`config.mk`:
```
export PLATFORM = sky130hd
export DESIGN_NAME = integrated_interrupt_controller
export DESIGN_NICKNAME = d
export VERILOG_FILES = /design/src/intc_pkg.sv /design/src/integrated_interrupt_controller.sv
export SDC_FILE = /design/constraint.sdc
export NUM_CORES = 1
export LEC_CHECK = 0
export ABC_AREA = 0
export BUFFER_PORTS_ARGS = -buffer_cell sky130_fd_sc_hd__clkbuf_2
export CORE_ASPECT_RATIO = 1.2
export CORE_MARGIN = 2
export CORE_UTILIZATION = 50
export CTS_BUF_LIST = sky130_fd_sc_hd__clkbuf_4 sky130_fd_sc_hd__clkbuf_8
export CTS_CLUSTER_DIAMETER = 100
export DETAILED_ROUTE_END_ITERATION = 12
export HOLD_SLACK_MARGIN = 0.05
export PLACE_DENSITY = 0.83
export SLEW_MARGIN = 10
export SYNTH_ARGS = -nofsm -noshare
export SYNTH_HDL_FRONTEND = slang
export SYNTH_SLANG_ARGS = --single-unit
```
`constraint.sdc`:
```
create_clock -name clk -period 22.4 [get_ports clk]
set_clock_uncertainty 0.1 [all_clocks]
set_input_delay 4.48 -clock clk [delete_from_list [all_inputs] [get_ports clk]]
set_output_delay 4.48 -clock clk [all_outputs]
set_load 0.005 [all_outputs]
```
`src/intc_pkg.sv`:
```
package intc_pkg;
  localparam int ADDR_W = 10;
  localparam logic [7:0] IDX_VECTOR = 8'h20;
  localparam logic [7:0] IDX_EOI = 8'h22;
  localparam logic [7:0] IDX_POLL = 8'h24;
  localparam logic [7:0] IDX_PEEK = 8'h26;
  localparam logic [7:0] IDX_MASK = 8'h28;
  localparam logic [7:0] IDX_PRIMASK = 8'h2A;
  localparam logic [7:0] IDX_INSERVICE = 8'h2C;
  localparam logic [7:0] IDX_REQUEST = 8'h2E;
  localparam logic [7:0] IDX_CTL_BASE = 8'h30;
  localparam logic [7:0] IDX_CTL_FIRST = 8'h32;
  localparam logic [7:0] IDX_CTL_LAST = 8'h3E;
  localparam logic [7:0] IDX_RELOC = 8'h3F;
  localparam int MSK_BIT = 3;
  localparam int LTM_BIT = 4;
  localparam int CAS_BIT = 5;
  localparam int SPECIAL_NESTED_SELECT_BIT = 6;
  localparam int NSPEC_BIT = 15;
  localparam int REQFLAG_BIT = 15;
  localparam int SLAVE_BIT = 14;
  localparam logic [4:0] TYPE_BASE = 5'h08;
  localparam logic [4:0] TMR_TYPE = 5'h08;
  localparam logic [4:0] DMA0_TYPE = 5'h0A;
  localparam logic [4:0] LAST_TYPE = 5'h0F;
  localparam logic [2:0] PRI_RST = 3'h7;
  localparam logic [7:0] MSK_RST = 8'hFF;
  localparam logic [2:0] PRIMASK_RST = 3'h7;
  localparam logic [4:0] VEC_RST = 5'h00;
  localparam logic [3:0] LEVEL_NONE = 4'h8;
endpackage : intc_pkg

```
`src/integrated_interrupt_controller.sv`:
```
`timescale 1ns/10ps
// Operation
// Control word mask bits and mask register bits are one storage.
// Priority code 000 is most urgent, 111 least urgent.
// Level mode requests while line high; edge mode needs a rising transition.
// External requester holds its line high until acknowledged.
// A set mask bit blocks its source; a clear one passes it.
// Cascade bit selects cascade operation; nested bit selects special fully nested.
// Cascade or special nested operation ignores the third and fourth line words.
// Service done command is write only; each write starts one command.
// Clear type 1 clears most urgent in-service bit; 0 clears the named source.
// Timer zero type clears the one shared timer in-service bit.
// Type ten decodes as the first DMA channel.
// Poll read acknowledges: sets in-service of the winner and returns it.
// Peek read returns the same information and changes no in-service bit.
// Poll reads carry a request present flag; the type is valid only then.
// Reset gives master operation; relocation bit 14 selects slave operation.
// Slave operation takes no external inputs; each timer has its own bits.
// Slave operation uses line zero as CPU interrupt, drives request and acknowledge.
// Outside logic decodes cascade address lines, drives select and ready.
// Slave acknowledge blocks all levels less urgent than the acknowledged one.
// Slave vector is five programmable upper bits and three fixed lower bits.
// Slave level clear write clears the in-service bit of that level.
// Slave in-service bits 2, 3 are DMA, bits 0, 4, 5 are timers.
// Reset sets priorities and masks to ones, clears mode, service, request bits.
// Slave request bits set on request, clear on acknowledge; DMA bits writable.
module integrated_interrupt_controller (
  input wire logic clk,
  input wire logic reset,
  input wire logic psel,
  input wire logic penable,
  input wire logic pwrite,
  input wire logic [intc_pkg::ADDR_W-1:0] paddr,
  input wire logic [31:0] pwdata,
  output logic [31:0] prdata,
  output logic pready,
  output logic pslverr,
  input wire logic [3:0] externalLines,
  input wire logic [2:0] timerReq,
  input wire logic [1:0] dmaReq,
  input wire logic cpuAck,
  input wire logic slaveSelect,
  output logic cpuIntr,
  output logic slaveRequestOut,
  output logic slaveAcknowledgeOut,
  output logic [7:0] vectorOut,
  output logic vectorValid
);
  import intc_pkg::*;

  logic [2:0] priLevel_ff [8];
  logic [7:0] mask_ff;
  logic [3:0] levelSense_ff;
  logic [1:0] cascade_ff;
  logic [1:0] nested_ff;
  logic [7:0] inService_ff;
  logic [2:0] priMask_ff;
  logic [4:0] vecBase_ff;
  logic slaveMode_ff;
  logic [2:0] tmrPend_ff;
  logic [1:0] dmaPend_ff;
  logic [3:0] armed_ff;
  logic [31:0] rdata_ff;
  logic [2:0] pollBit_ff;
  logic pollHit_ff;
  logic [7:0] vector_ff;
  logic vectorValid_ff;

  logic [7:0] wordIdx;
  logic apbWrite;
  logic apbSetupRead;
  logic [7:0] reqVec;
  logic [7:0] blockVec;
  logic [3:0] isLevel;
  logic [2:0] isBit;
  logic hit;
  logic [2:0] winBit;
  logic [2:0] winPri;
  logic hwAck;
  logic pollTake;
  logic eoiWr;
  logic [7:0] setBits;
  logic [7:0] clrBits;
  logic [15:0] readMux;
  logic [2:0] ctlSel;

  function automatic logic isCtl(input logic [7:0] idx);
    isCtl = (idx >= IDX_CTL_FIRST) && (idx <= IDX_CTL_LAST) && !idx[0];
  endfunction : isCtl

  // Timer zero word sits where source 1 would be; source 1 has no word.
  function automatic logic [2:0] ctlBit(input logic [7:0] idx);
    logic [7:0] d;
    d = (idx - IDX_CTL_BASE) >> 1;
    ctlBit = (d[2:0] == 3'h1) ? 3'h0 : d[2:0];
  endfunction : ctlBit

  function automatic logic [4:0] srcType(input logic [2:0] b);
    srcType = TYPE_BASE + {2'b00, b};
  endfunction : srcType

  assign wordIdx = paddr[9:2];
  assign ctlSel = ctlBit(wordIdx);
  assign apbWrite = psel && penable && pwrite;
  assign apbSetupRead = psel && !penable && !pwrite;
  assign eoiWr = apbWrite && (wordIdx == IDX_EOI);
  assign pready = 1'b1;
  assign pslverr = psel && penable && !(isCtl(wordIdx) || (wordIdx >= IDX_VECTOR && wordIdx <= IDX_REQUEST
                   && !wordIdx[0]) || wordIdx == IDX_RELOC);
  assign prdata = rdata_ff;

  always_comb
  begin
    reqVec = 8'h00;
    blockVec = mask_ff;
    if (slaveMode_ff)
    begin
      reqVec = {2'b00, tmrPend_ff[2], tmrPend_ff[1], dmaPend_ff, 1'b0, tmrPend_ff[0]};
    end
    else
    begin
      for (int i = 0; i < 4; i++)
      begin
        reqVec[4 + i] = externalLines[i] && (levelSense_ff[i] || armed_ff[i]);
      end
      reqVec[3:0] = {dmaPend_ff, 1'b0, |tmrPend_ff};
      if (|cascade_ff || |nested_ff)
      begin
        blockVec[7:6] = 2'b11;
      end
    end
  end

  always_comb
  begin
    isLevel = LEVEL_NONE;
    isBit = 3'h0;
    for (int i = 0; i < 8; i++)
    begin
      if (inService_ff[i] && ({1'b0, priLevel_ff[i]} < isLevel))
      begin
        isLevel = {1'b0, priLevel_ff[i]};
        isBit = 3'(i);
      end
    end
  end

  // Equal levels nest only in slave operation or for a special nested line.
  always_comb
  begin
    logic [3:0] best;
    logic sameOk;
    best = LEVEL_NONE;
    hit = 1'b0;
    winBit = 3'h0;
    winPri = 3'h0;
    sameOk = 1'b0;
    for (int i = 0; i < 8; i++)
    begin
      sameOk = slaveMode_ff || (i == 4 && nested_ff[0]) || (i == 5 && nested_ff[1]);
      if (reqVec[i] && !blockVec[i] && priLevel_ff[i] <= priMask_ff
          && (({1'b0, priLevel_ff[i]} < isLevel) || (sameOk && {1'b0, priLevel_ff[i]} == isLevel))
          && ({1'b0, priLevel_ff[i]} < best))
      begin
        best = {1'b0, priLevel_ff[i]};
        hit = 1'b1;
        winBit = 3'(i);
        winPri = priLevel_ff[i];
      end
    end
  end

  assign hwAck = cpuAck && hit && (!slaveMode_ff || slaveSelect);
  assign pollTake = psel && penable && !pwrite && (wordIdx == IDX_POLL) && pollHit_ff;
  assign setBits = (hwAck ? (8'h01 << winBit) : 8'h00) | (pollTake && !hwAck ? (8'h01 << pollBit_ff) : 8'h00);

  always_comb
  begin
    logic [4:0] t;
    t = pwdata[4:0];
    clrBits = 8'h00;
    if (eoiWr)
    begin
      if (slaveMode_ff)
      begin
        for (int i = 0; i < 8; i++)
        begin
          clrBits[i] = (priLevel_ff[i] == pwdata[2:0]);
        end
      end
      else if (pwdata[NSPEC_BIT])
      begin
        clrBits = (isLevel != LEVEL_NONE) ? (8'h01 << isBit) : 8'h00;
      end
      else if (t == TMR_TYPE)
      begin
        clrBits = 8'h01;
      end
      else if (t >= DMA0_TYPE && t <= LAST_TYPE)
      begin
        clrBits = 8'h01 << 3'(t - TYPE_BASE);
      end
    end
  end

  // A hardware set beats a simultaneous clear so no acknowledge is lost.
  always_ff @(posedge clk)
  begin
    if (reset)
      inService_ff <= 8'h00;
    else if (apbWrite && wordIdx == IDX_INSERVICE)
      inService_ff <= pwdata[7:0] | setBits;
    else
      inService_ff <= (inService_ff & ~clrBits) | setBits;
  end

  always_ff @(posedge clk)
  begin
    if (reset)
      tmrPend_ff <= 3'h0;
    else if (slaveMode_ff)
      tmrPend_ff <= (tmrPend_ff & ~{setBits[5], setBits[4], setBits[0]}) | timerReq;
    else
      tmrPend_ff <= (tmrPend_ff & ~{3{setBits[0]}}) | timerReq;
  end

  always_ff @(posedge clk)
  begin
    if (reset)
      dmaPend_ff <= 2'h0;
    else if (apbWrite && wordIdx == IDX_REQUEST)
      dmaPend_ff <= pwdata[3:2] | dmaReq;
    else
      dmaPend_ff <= (dmaPend_ff & ~setBits[3:2]) | dmaReq;
  end

  // An edge line must fall again after its acknowledge before it can ask anew.
  always_ff @(posedge clk)
  begin
    if (reset)
      armed_ff <= 4'h0;
    else
      armed_ff <= (armed_ff & ~(setBits[7:4] & ~levelSense_ff)) | ~externalLines;
  end

  always_ff @(posedge clk)
  begin
    if (reset)
      mask_ff <= MSK_RST;
    else if (apbWrite && wordIdx == IDX_MASK)
      mask_ff <= pwdata[7:0];
    else if (apbWrite && isCtl(wordIdx))
      mask_ff[ctlBit(wordIdx)] <= pwdata[MSK_BIT];
  end

  always_ff @(posedge clk)
  begin
    if (reset)
    begin
      for (int i = 0; i < 8; i++)
      begin
        priLevel_ff[i] <= PRI_RST;
      end
      levelSense_ff <= 4'h0;
      cascade_ff <= 2'h0;
      nested_ff <= 2'h0;
    end
    else if (apbWrite && isCtl(wordIdx))
    begin
      priLevel_ff[ctlSel] <= pwdata[2:0];
      if (ctlSel[2])
        levelSense_ff[ctlSel[1:0]] <= pwdata[LTM_BIT];
      if (ctlSel[2:1] == 2'b10)
      begin
        cascade_ff[ctlSel[0]] <= pwdata[CAS_BIT];
        nested_ff[ctlSel[0]] <= pwdata[SPECIAL_NESTED_SELECT_BIT];
      end
    end
  end

  always_ff @(posedge clk)
  begin
    if (reset)
    begin
      priMask_ff <= PRIMASK_RST;
      vecBase_ff <= VEC_RST;
      slaveMode_ff <= 1'b0;
    end
    else if (apbWrite)
    begin
      if (wordIdx == IDX_PRIMASK)
        priMask_ff <= pwdata[2:0];
      if (wordIdx == IDX_VECTOR)
        vecBase_ff <= pwdata[7:3];
      if (wordIdx == IDX_RELOC)
        slaveMode_ff <= pwdata[SLAVE_BIT];
    end
  end

  always_comb
  begin
    logic [2:0] b;
    b = ctlBit(wordIdx);
    readMux = 16'h0000;
    if (isCtl(wordIdx))
    begin
      readMux[2:0] = priLevel_ff[b];
      readMux[MSK_BIT] = mask_ff[b];
      if (b[2])
        readMux[LTM_BIT] = levelSense_ff[b[1:0]];
      if (b[2:1] == 2'b10)
      begin
        readMux[CAS_BIT] = cascade_ff[b[0]];
        readMux[SPECIAL_NESTED_SELECT_BIT] = nested_ff[b[0]];
      end
    end
    else
    begin
      case (wordIdx)
        IDX_POLL, IDX_PEEK: readMux = {hit, 10'h000, hit ? srcType(winBit) : 5'h00};
        IDX_MASK: readMux = {8'h00, mask_ff};
        IDX_PRIMASK: readMux = {13'h0000, priMask_ff};
        IDX_INSERVICE: readMux = {8'h00, inService_ff};
        IDX_REQUEST: readMux = {8'h00, reqVec};
        IDX_VECTOR: readMux = {8'h00, vecBase_ff, 3'b000};
        IDX_RELOC: readMux = {1'b0, slaveMode_ff, 14'h0000};
        default: readMux = 16'h0000;
      endcase
    end
  end

  // Read data and the poll winner are frozen in setup so the acknowledge matches what is returned.
  always_ff @(posedge clk)
  begin
    if (reset)
    begin
      rdata_ff <= 32'h00000000;
      pollBit_ff <= 3'h0;
      pollHit_ff <= 1'b0;
    end
    else if (apbSetupRead)
    begin
      rdata_ff <= {16'h0000, readMux};
      pollBit_ff <= winBit;
      pollHit_ff <= hit;
    end
  end

  always_ff @(posedge clk)
  begin
    if (reset)
    begin
      vector_ff <= 8'h00;
      vectorValid_ff <= 1'b0;
    end
    else
    begin
      vectorValid_ff <= hwAck;
      if (hwAck)
        vector_ff <= slaveMode_ff ? {vecBase_ff, winBit} : {3'b000, srcType(winBit)};
    end
  end

  assign vectorOut = vector_ff;
  assign vectorValid = vectorValid_ff;
  assign cpuIntr = slaveMode_ff ? externalLines[0] : hit;
  assign slaveRequestOut = slaveMode_ff && hit;
  assign slaveAcknowledgeOut = slaveMode_ff && cpuAck;

  a_mask_shared: assert property (@(posedge clk) disable iff (reset)
    apbWrite && isCtl(wordIdx) |=> mask_ff[$past(ctlBit(wordIdx))] == $past(pwdata[MSK_BIT]))
    else $error("control word mask not shared");
  a_masked_blocks: assert property (@(posedge clk) disable iff (reset)
    hit |-> !blockVec[winBit] && reqVec[winBit])
    else $error("masked source won");
  a_edge_needs_arm: assert property (@(posedge clk) disable iff (reset)
    !slaveMode_ff && !levelSense_ff[0] && !armed_ff[0] |-> !reqVec[4])
    else $error("edge line requested without transition");
  a_nonspec_clear: assert property (@(posedge clk) disable iff (reset)
    eoiWr && !slaveMode_ff && pwdata[NSPEC_BIT] && isLevel != LEVEL_NONE && setBits == 8'h00
    |=> !inService_ff[$past(isBit)])
    else $error("nonspecific clear missed");
  a_timer_clear: assert property (@(posedge clk) disable iff (reset)
    eoiWr && !slaveMode_ff && !pwdata[NSPEC_BIT] && pwdata[4:0] == 5'h08 && !setBits[0] |=> !inService_ff[0])
    else $error("timer clear missed");
  a_poll_sets: assert property (@(posedge clk) disable iff (reset)
    pollTake && !hwAck |=> inService_ff[$past(pollBit_ff)])
    else $error("poll did not set in-service");
  a_peek_keeps: assert property (@(posedge clk) disable iff (reset)
    psel && penable && !pwrite && wordIdx == IDX_PEEK && !hwAck |=> $stable(inService_ff))
    else $error("peek changed in-service");
  a_reset_values: assert property (@(posedge clk)
    reset |=> mask_ff == 8'hFF && inService_ff == 8'h00 && priLevel_ff[3] == 3'h7 && !slaveMode_ff)
    else $error("reset values wrong");
  a_slave_nesting: assert property (@(posedge clk) disable iff (reset)
    hit && slaveMode_ff |-> {1'b0, winPri} <= isLevel)
    else $error("less urgent level passed in slave");
  a_slave_vector: assert property (@(posedge clk) disable iff (reset)
    hwAck && slaveMode_ff |=> vectorValid && vectorOut == {$past(vecBase_ff), $past(winBit)})
    else $error("slave vector wrong");
endmodule : integrated_interrupt_controller

```
==> metrics.md, run 1 <==
| Metric | Value |
|---|---|
| 1st-iter DRT viols | 950 |
| Clock root buffer | clkbuf_8 |
| First-pass GRT wire length | 38.4 mm |
| Synthesized area per cell | 8.18 sq um |
| Largest net degree at the start of global routing | 80 |
| Cell row count | 50 |
| Crit Path Class | reg2reg |
| GRT Util Overall | 28.9% |
| Final setup TNS | 0 ps |
| Synthesis-stage register bit count | 89 |
| TritonCTS clock tree | done |
| Post-synth EDFFs | 24 |
| Pwr/cell area | 42.5 nW/um^2 |
| Post-Syn Area | 7910 sq um |
| Async SR Flop Fraction | 0% |
| Max stage delay on crit path | 670 ps |
| Detailed-route via count | 7839 |
| Drt wl/cell | 20.5 microns |
| Post-DRT Antenna Nets | 0 |
| Most used cell, CP | ha_1 |
| Lkg Pwr | 3.42 nW |
| Worst setup EP type | flop |
| WL final | 24.7 mm |
| CP max stage cell | or4b_2 |
| Post-CTS Hold Fix Bufs | 0 |
| Worst Path Arrival | 21290 ps |
| WHS | 360 ps |
| CORE AREA | 15500 sq um |
| Die area | 16800 sq um |
| Final count of hold timing violations | 0 |
| Share of cells above drive strength 1 | 14.4% |
| Synthesized instance count | 967 |
| Slew HR | 37.6% |
| Fmax | 47.4 MHz |
| # port buffers | 56 |
| Max FO, Critical Path | 14 |
| Die Y | 142 microns |
| Max_cap viols | 0 |
| Gpl congestion | 0.981 |
| Initial antenna violation count | 0 |
| Dpl hpwl | 18.2 mm |
| Residual DRC count | 0 |
| Post-synthesis sequential area ratio | 25.6% |
| Final setup slack of the worst path | 1320 ps |
| I/O pins | 104 |
| Worst Tran Pin Value | 928 ps |
| Final setup viols | 0 |
| Hold WC Path Type | reg2reg |
| Antenna Cells | 0 |
| Ys flop type | dfxtp_1 |
| Run status | finished, final reports clean |
| Vias in the first global route | 7273 |
| Min Tclk post-route | 21080 ps |
| Netlist cell types | 88 |
| Pre-CTS WS | 1370 ps |
| Area grow syn2layout | 7.34% |
| Clock-pin slew on the worst setup and hold paths | 100 ps |
| Worst-case clock buffer depth | 2 |
| H-Tree Depth | 3 |
| Final Slew Violations | 0 |
| CP required | 22610 ps |
| Later-pin clock latency in the skew report | 380 ps |
| Ys Warns | 0 |
| Initial core utilization | 51.0% |
| Startpoint Class | flop |
| Die width | 119 microns |
| Vias/cell | 6.51 |
| Final Cycle Share | 94.1% |
| Final nets | 1117 |
| Total gr overflow | 0 |
| Total CTS buffers | 9 |
| Pre-antenna DRT Iters | 5 |
| Worst IR Drop VDD | 0.0000482 V |
| Sink Count | 89 |
-- layout by cell type, fill, tap and decap left out, types with 12 or more instances in the layout --
cell	Yosys	layout
conb_1	2	26
or2_2	13	13
dfxtp_1	65	65
clkbuf_2	0	56
ha_1	68	68
o21ai_0	54	54
nor2_1	87	87
or3_1	12	12
nor3_1	19	19
nand3_1	29	29
edfxtp_1	24	24
nand2_1	78	78
a31oi_1	18	17
nor2b_1	15	15
inv_1	52	52
mux2i_1	39	39
mux2_2	17	17
xnor2_1	14	14
a21oi_1	59	58
nand2b_1	17	17
a211oi_1	24	24
-- cells in the mapped netlist, types with 12 or more instances --
library cell	number	share of area, %
a31oi_1	18	1.4
a21oi_1	59	3.7
o21ai_0	54	3.4
nand3_1	29	1.8
nor2_1	87	4.1
nand2b_1	17	1.3
nor2b_1	15	1.2
mux2i_1	39	4.9
edfxtp_1	24	9.1
or3_1	12	0.95
or2_2	13	1.0
inv_1	52	2.5
nand2_1	78	3.7
mux2_2	17	2.4
ha_1	68	11
a211oi_1	24	2.3
clkbuf_1	40	1.9
buf_4	23	2.2
nor3_1	19	1.2
xnor2_1	14	1.6
dfxtp_1	65	16
-- sequential cells by signal, summed over array words and instances (netlist names) --
register       count
dmaPend_ff         2
mask_ff            8
levelSense_ff      4
prdata            10
pollBit_ff         3
vectorValid        1
vectorOut          8
inService_ff       8
tmrPend_ff         3
nested_ff          2
cascade_ff         2
armed_ff           4
pollHit_ff         1
vecBase_ff         5
priMask_ff         3
slaveMode_ff       1
priLevel_ff       24
-- repair_timing --
item,in CTS,in global routing
endpoints found under the setup margin,0,25
resized for setup,0,5
buffers inserted,0,0
-- report_power, final --
| group | internal [W] | switching [W] | total [W] |
|---|---|---|---|
| clock | 0.0000675 | 0.0000648 | 0.000132 |
| combinational | 0.0000193 | 0.0000298 | 0.0000491 |
| sequential | 0.000170 | 0.0000101 | 0.000180 |
-- worst max-delay path: cells and delay by family (launching register included) --
| kind | cells | cell delay (ps) |
|---|---|---|
| AOI/OAI and AO/OA | 39 | 9140 |
| adders and majority gates | 14 | 3780 |
| buffers and inverters | 8 | 620 |
| DFF | 1 | 660 |
| muxes | 9 | 2800 |
| and+or+nand+nor | 21 | 3910 |
-- routing by layer --
layer  wire length (microns)  global-route usage [%]
met4                    1760                    20.5
met2                   11500                    48.1
met5                       0                       0
met3                    2150                    3.74
met1                    9220                    34.5
-- cell type report --
| class | count | area (sq um) |
|---|---|---|
| well taps | 208 | 260 |
| repair buffers | 61 | 318 |
| inverters | 52 | 195 |
| clock buffers | 10 | 138 |
| clock inverters | 6 | 97.6 |
| fillers | 1427 | 7030 |
| multi-input cells | 778 | 5460 |
| flip-flops and latches | 89 | 2020 |
-- metrics by stage --
stage | power, W | cell area, sq um | std cells | utilization [%]
6_report | 0.000361 | 8490 | 1204 | 54.7
3_5_place_dp | 0.000230 | 8220 | 1188 | 53.0
3_3_place_gp | 0.000228 | 8220 | 1188 | 53.0
4_1_cts | 0.000359 | 8460 | 1204 | 54.5
2_1_floorplan | 0.000216 | 8000 | 991 | -
5_1_grt | 0.000372 | 8490 | 1204 | 54.7
-- kinds of logic after synthesis --
group / count (synthesis) / synth area share, %
xor gates and xnor gates: 23 / 2.55
muxes: 61 / 8.78
DFF: 89 / 25.6
adders and majority gates: 68 / 10.8
AOI/OAI and AO/OA: 271 / 24.1
and+or+nand+nor: 329 / 21.2
buffers and inverters: 124 / 6.99
other: 2 / 0.0950
-- final timing paths --
path / from / end / cells past startpoint / slack [ps]
max: inService_ff[0] / tmrPend_ff[2] / 91 / 1320
min: vectorOut[3] / vectorOut[3] / 2 / 360
max reg2reg: inService_ff[0] / tmrPend_ff[2] / 91 / 1320
min reg2reg: vectorOut[3] / vectorOut[3] / 2 / 360
Power figures use the tool's default switching activity.
==> inputs of run 2 (changes only) <==
--- a/config.mk
+++ b/config.mk
@@ -7,7 +7,6 @@
 export LEC_CHECK = 0
 export ABC_AREA = 0
 export BUFFER_PORTS_ARGS = -buffer_cell sky130_fd_sc_hd__clkbuf_2
-export CORE_ASPECT_RATIO = 1.2
 export CORE_MARGIN = 2
 export CORE_UTILIZATION = 50
 export CTS_BUF_LIST = sky130_fd_sc_hd__clkbuf_4 sky130_fd_sc_hd__clkbuf_8
==> metrics.md, run 2 (synthesis gave the netlist of run 1 again) <==
| Metric | Value |
|---|---|
| Run status | finished, final reports clean |
| Total CTS buffers | 9 |
| Worst setup EP type | flop |
| Placed Cells incl. Taps | 1191 |
| Final nets | 1117 |
| Net switching power | 0.000101 W |
| H-Tree Depth | 3 |
| Max FO, Critical Path | 8 |
| CORE AREA | 15300 sq um |
| Later-pin clock latency in the skew report | 360 ps |
| Min Tclk post-route | 20940 ps |
| Initial core utilization | 51.6% |
| R2r endpoint | tmrPend_ff[0] |
| Reg power frac | 52.1% |
| First-pass GRT wire length | 37.8 mm |
| Critical path startpoint | priLevel_ff[0][2] |
| CP required | 22600 ps |
| Crit Path Class | reg2reg |
| Worst Path Arrival | 21150 ps |
| Area of the multi-input gates | 5460 sq um |
| Fmax | 47.8 MHz |
| Final count of hold timing violations | 0 |
| Most used cell, CP | ha_1 |
| Reg2Reg Depth | 87 |
| Total gr overflow | 0 |
| Die area | 16800 sq um |
| Slew HR | 25.5% |
| Area grow syn2layout | 6.99% |
| Worst-case clock buffer depth | 2 |
| 1st-iter DRT viols | 952 |
| Max_cap viols | 0 |
| Die Y | 130 microns |
| Startpoint Class | flop |
| Gpl congestion | 0.976 |
| CP max stage cell | o41ai_1 |
| Largest net degree at the start of global routing | 80 |
| Power share of the clock group | 33.6% |
| Most frequent cells in the layout | nor2_1, nand2_1, ha_1, dfxtp_1, a21oi_1 |
| Reg with most FFs | priLevel_ff |
| GRT Util Overall | 28.9% |
| WL final | 24.3 mm |
| Lkg Pwr | 3.39 nW |
| Worst Tran Pin Value | 1110 ps |
| # Post-CTS Setup Buffers | 0 |
| Most common cell after layout, fill and taps aside | nor2_1 |
| Pre-antenna DRT Iters | 6 |
| Post-DRT Antenna Nets | 0 |
| Final setup slack of the worst path | 1460 ps |
| Pre-CTS WS | 1410 ps |
| Logic pwr share | 14.2% |
| Drt wl/cell | 20.1 microns |
| TritonCTS clock tree | done |
| Post-route insts no fill | 1207 |
| # port buffers | 56 |
| Clock-pin slew on the worst setup and hold paths | 100 ps |
| Seq. cell area | 2020 sq um |
| Worst IR Drop VDD | 0.0000438 V |
| CP endpoint | tmrPend_ff[0] |
| Initial antenna violation count | 0 |
| Reg2reg setup slack | 1460 ps |
| Pwr/cell area | 40.7 nW/um^2 |
| Reg-to-reg startpoint | priLevel_ff[0][2] |
| Cell row count | 45 |
| FILL cells | 1431 |
| Clock root buffer | clkbuf_8 |
| I/O pins | 104 |
| Vias/cell | 6.43 |
| Max reg flops | 24 |
| Final Cycle Share | 93.5% |
| Residual DRC count | 0 |
| Antenna Cells | 0 |
| Pint | 0.000243 W |
| Vias in the first global route | 7305 |
| Dpl hpwl | 18.1 mm |
| Share of cells above drive strength 1 | 14.4% |
| Max stage delay on crit path | 870 ps |
| Final setup viols | 0 |
| Post-CTS Hold Fix Bufs | 0 |
| Detailed-route via count | 7763 |
| Sink Count | 89 |
| Hold WC Path Type | reg2reg |
| Final Slew Violations | 0 |
| Net Sw Frac | 29.3% |
| Die width | 130 microns |
## run 2: cell count changes in the layout (fill, tap and decap cells not counted), sizes merged
cell and change:
bufinv -1, clkinvlp +1
## run 2: what timing repair did
action                                  4_1_cts  5_1_grt
gates resized for setup                       0        5
hold endpoints to repair                      0        0
endpoints found under the setup margin        0       25
## run 2: how the worst min path moves through the flow
stage               slack (ps)         start           end  cells past startpoint
floorplan                  330    mask_ff[1]    mask_ff[1]                      1
global placement           340  vectorOut[5]  vectorOut[5]                      2
finish                     360    prdata[15]    prdata[15]                      2
global route               380    prdata[14]    prdata[14]                      2
detailed placement         350  vectorOut[6]  vectorOut[6]                      2
CTS                        360  vectorOut[6]  vectorOut[6]                      2
## run 2: critical path: cells and delay by family (launching register included)
kind            cells  cell delay (ps)
compound gates     37             9380
fa+ha+maj          14             3760
simple gates       20             3720
mux                 9             2770
buf+inv             7              590
flops               1              590
## run 2: layer usage
layer  GRT usage [%]  part of all wire (%)  vias up
met4            16.1                   5.2        0
met1            38.4                    39     3602
met3            5.04                    12      101
li1                -                     -     3591
met2            44.7                    44      469
met5               0                     0        -
## run 2: power by group through the flow
| stage | Sequential (W) | Combinational, W | Clock, W |
|---|---|---|---|
| 2_1_floorplan | 0.000178 | 0.0000382 | 0 |
| 6_report | 0.000180 | 0.0000490 | 0.000116 |
| 5_1_grt | 0.000180 | 0.0000549 | 0.000123 |
| 3_3_place_gp | 0.000182 | 0.0000458 | 0 |
| 4_1_cts | 0.000179 | 0.0000479 | 0.000116 |
| 3_5_place_dp | 0.000183 | 0.0000476 | 0 |
## run 2: cell type report
cell class              instances  area share [%]
well taps                     211            3.12
repair buffers                 61            3.76
multi-input cells             778            64.5
flip-flops and latches         89            23.9
clock inverters                 6           0.887
inverters                      52            2.31
clock buffers                  10            1.55
## run 2: stage by stage
step | TNS [ps] | total power (W) | instance area (sq um) | hold slack (ps) | utilization (%)
finish | 0 | 0.000344 | 8460 | 361 | 55.3
global route | -39.5 | 0.000358 | 8460 | 383 | 55.3
CTS | 0 | 0.000343 | 8430 | 361 | 55.1
detailed placement | 0 | 0.000230 | 8230 | 346 | 53.7
global placement | 0 | 0.000228 | 8230 | 341 | 53.7
floorplan | 0 | 0.000216 | 8000 | 335 | -
==> inputs of run 3 (changes only) <==
--- a/config.mk
+++ b/config.mk
@@ -5,8 +5,9 @@
 export SDC_FILE = /design/constraint.sdc
 export NUM_CORES = 1
 export LEC_CHECK = 0
-export ABC_AREA = 0
+export ABC_AREA = 1
 export BUFFER_PORTS_ARGS = -buffer_cell sky130_fd_sc_hd__clkbuf_2
+export CORE_ASPECT_RATIO = 1.75
 export CORE_MARGIN = 2
 export CORE_UTILIZATION = 50
 export CTS_BUF_LIST = sky130_fd_sc_hd__clkbuf_4 sky130_fd_sc_hd__clkbuf_8
==> constraint.sdc (replaced) <==
create_clock -name clk -period 22.9 [get_ports clk]
set_clock_uncertainty 0.1 [all_clocks]
set_input_delay 4.58 -clock clk [delete_from_list [all_inputs] [get_ports clk]]
set_output_delay 4.58 -clock clk [all_outputs]
set_load 0.005 [all_outputs]
==> metrics.md, run 3 <==
| Metric | Value |
|---|---|
| R2r endpoint | tmrPend_ff[1] |
| Seq. cell area | 2020 sq um |
| Final count of hold timing violations | 0 |
| RSZ-0062 raised after global routing | no |
| Max FO, Critical Path | 10 |
| Worst-case clock buffer depth | 2 |
| Final nets | 1276 |
| Synthesized instance count | 1101 |
| Drt wl/cell | 18.5 microns |
| Antenna Cells | 0 |
| Largest net degree at the start of global routing | 36 |
| CORE AREA | 14800 sq um |
| Post-Layout Inst Area | 8110 sq um |
| TritonCTS clock tree | done |
| Worst Tran Pin Value | 992 ps |
| Hold Path End | prdata[14] |
| CP required | 18220 ps |
| Initial core utilization | 50.8% |
| Later-pin clock latency in the skew report | 390 ps |
| First-pass GRT wire length | 39.2 mm |
| Fmax | 52.7 MHz |
| Post-CTS Hold Fix Bufs | 0 |
| Ys flop type | dfxtp_1 |
| Reg2reg setup slack | 7640 ps |
| Most common cell after layout, fill and taps aside | nand2_1 |
| Vias in the first global route | 7788 |
| Placed Area | 7920 sq um |
| Hold WC Path Type | reg2reg |
| Total gr overflow | 0 |
| Most common cell in the netlist | nand2_1 |
| Reg with most FFs | priLevel_ff |
| Most frequent cells in the layout | nand2_1, inv_1, nor2_1, o21ai_0, a21oi_1 |
| Post-Syn Area | 7540 sq um |
| Area leader, netlist | dfxtp_1 |
| GRT Util Overall | 30.7% |
| Dpl hpwl | 19.4 mm |
| Synthesis-stage register bit count | 89 |
| Cell row count | 59 |
| Pre-CTS WS | 4450 ps |
| Clock root buffer | clkbuf_8 |
| Pre-antenna DRT Iters | 8 |
| H-Tree Depth | 3 |
| Sink Count | 89 |
| Max stage delay on crit path | 880 ps |
| Lkg Pwr | 3.94 nW |
| Post-synth EDFFs | 24 |
| Final setup viols | 0 |
| Synthesized area per cell | 6.85 sq um |
| Worst Path Arrival | 14310 ps |
| Crit Path Class | reg2out |
| FILL cells | 1390 |
| Startpoint Class | flop |
| Initial antenna violation count | 0 |
| Die width | 96.9 microns |
| Largest cells by area after synthesis | dfxtp_1, ha_1, nand2_1 |
| Ys Warns | 0 |
| Final Slew Violations | 0 |
| I/O pins | 104 |
| Max_cap viols | 0 |
| Final setup slack of the worst path | 3910 ps |
| Share of cells above drive strength 1 | 13.1% |
| Die Y | 167 microns |
| Clock-pin slew on the worst setup and hold paths | 90 ps |
| Area of the multi-input gates | 4700 sq um |
| Most used cell, CP | nand2_1 |
| Cells resized by post-CTS repair | 0 |
| Final Cycle Share | 82.9% |
| Worst Min Path Start | prdata[14] |
| Pwr/cell area | 40.2 nW/um^2 |
| Min Tclk post-route | 18990 ps |
| CP max stage cell | o21ai_0 |
| Post-synthesis sequential area ratio | 26.8% |
| Hold path cells | 2 |
| # port buffers | 56 |
| Async SR Flop Fraction | 0% |
| Netlist cell types | 55 |
| Slew HR | 33.1% |
| Run status | finished, final reports clean |
| Vias/cell | 5.95 |
| Worst IR Drop VDD | 0.0000521 V |
| Post-DRT Antenna Nets | 0 |
| Die area | 16100 sq um |
| # Post-CTS Setup Buffers | 0 |
| Detailed-route via count | 7961 |
| Gpl congestion | 1.14 |
| Reg-to-reg startpoint | inService_ff[0] |
| Yosys top cell area share | 17.2% |
| Worst setup EP type | output port |
| Top cells by count, synth | nand2_1, inv_1, nor2_1 |
| Area grow syn2layout | 7.55% |
| Final setup TNS | 0 ps |
| WL final | 24.8 mm |
| Total CTS buffers | 9 |
| Reg2Reg Depth | 94 |
| 1st-iter DRT viols | 698 |
| Max reg flops | 24 |
| Post-layout util | 54.7% |
| Residual DRC count | 0 |
run 3: cell count changes after synthesis, moves of 18 or more:
cell	change
a211oi_1	-18
o21ai_0	+33
clkbuf_1	-18
nand3_1	+34
inv_1	+94
nand2_1	+139
mux2i_1	-39
nand2_2	+20
run 3: metal layers:
layer  global-route usage [%]  part of all wire [%]
met1                     30.0                    34
met3                     5.08                   7.1
met5                        0                     0
met2                     53.8                    50
met4                     28.8                   9.7
run 3: kinds of logic after synthesis:
kind of cell | after synthesis | share of synthesized area (%)
xor+xnor | 20 | 2.32
simple gates | 454 | 27.2
flops | 89 | 26.8
buf+inv | 216 | 12.1
other cells | 2 | 0.0995
compound gates | 252 | 20.2
fa+ha+maj | 68 | 11.3
run 3: layout make-up:
type,instances,share of cell area (%)
clock inverter,7,0.894
timing repair buffer,64,4.19
sequential,89,24.9
multi-input combinational,820,57.9
tap,183,2.82
inverter,166,7.71
clock buffer,9,1.53
run 3: critical path: cells and delay by family, from the launching register on:
kind                       cells  cell delay (ps)
AOI/OAI and AO/OA             15             4680
adders and majority gates     13             3820
buffers and inverters          9              910
DFF                            1              600
and+or+nand+nor               49             3870
run 3: worst max path at each step:
stage	depth (start not counted)	startpoint	to	slack (ps)
6_report	86	inService_ff[0]	slaveRequestOut	3910
5_1_grt	87	inService_ff[0]	slaveRequestOut	2600
4_1_cts	86	inService_ff[0]	slaveRequestOut	4000
3_5_place_dp	86	inService_ff[0]	slaveRequestOut	4450
3_3_place_gp	86	inService_ff[0]	slaveRequestOut	4670
2_1_floorplan	83	priLevel_ff[0][1]	slaveRequestOut	7240
run 3: where the power goes:
part	total (W)	internal, W	switching [W]
Sequential	0.000173	0.000166	0.00000674
Clock	0.000108	0.0000425	0.0000650
Combinational	0.0000461	0.0000156	0.0000304
run 3: stage by stage:
| step | instances | power (W) | hold slack, ps |
|---|---|---|---|
| after floorplan | 1125 | 0.000207 | 339 |
| after global placement | 1322 | 0.000219 | 348 |
| after detailed placement | 1322 | 0.000221 | 359 |
| after CTS | 1338 | 0.000325 | 373 |
| after global routing | 1338 | 0.000338 | 394 |
| final | 1338 | 0.000326 | 370 |
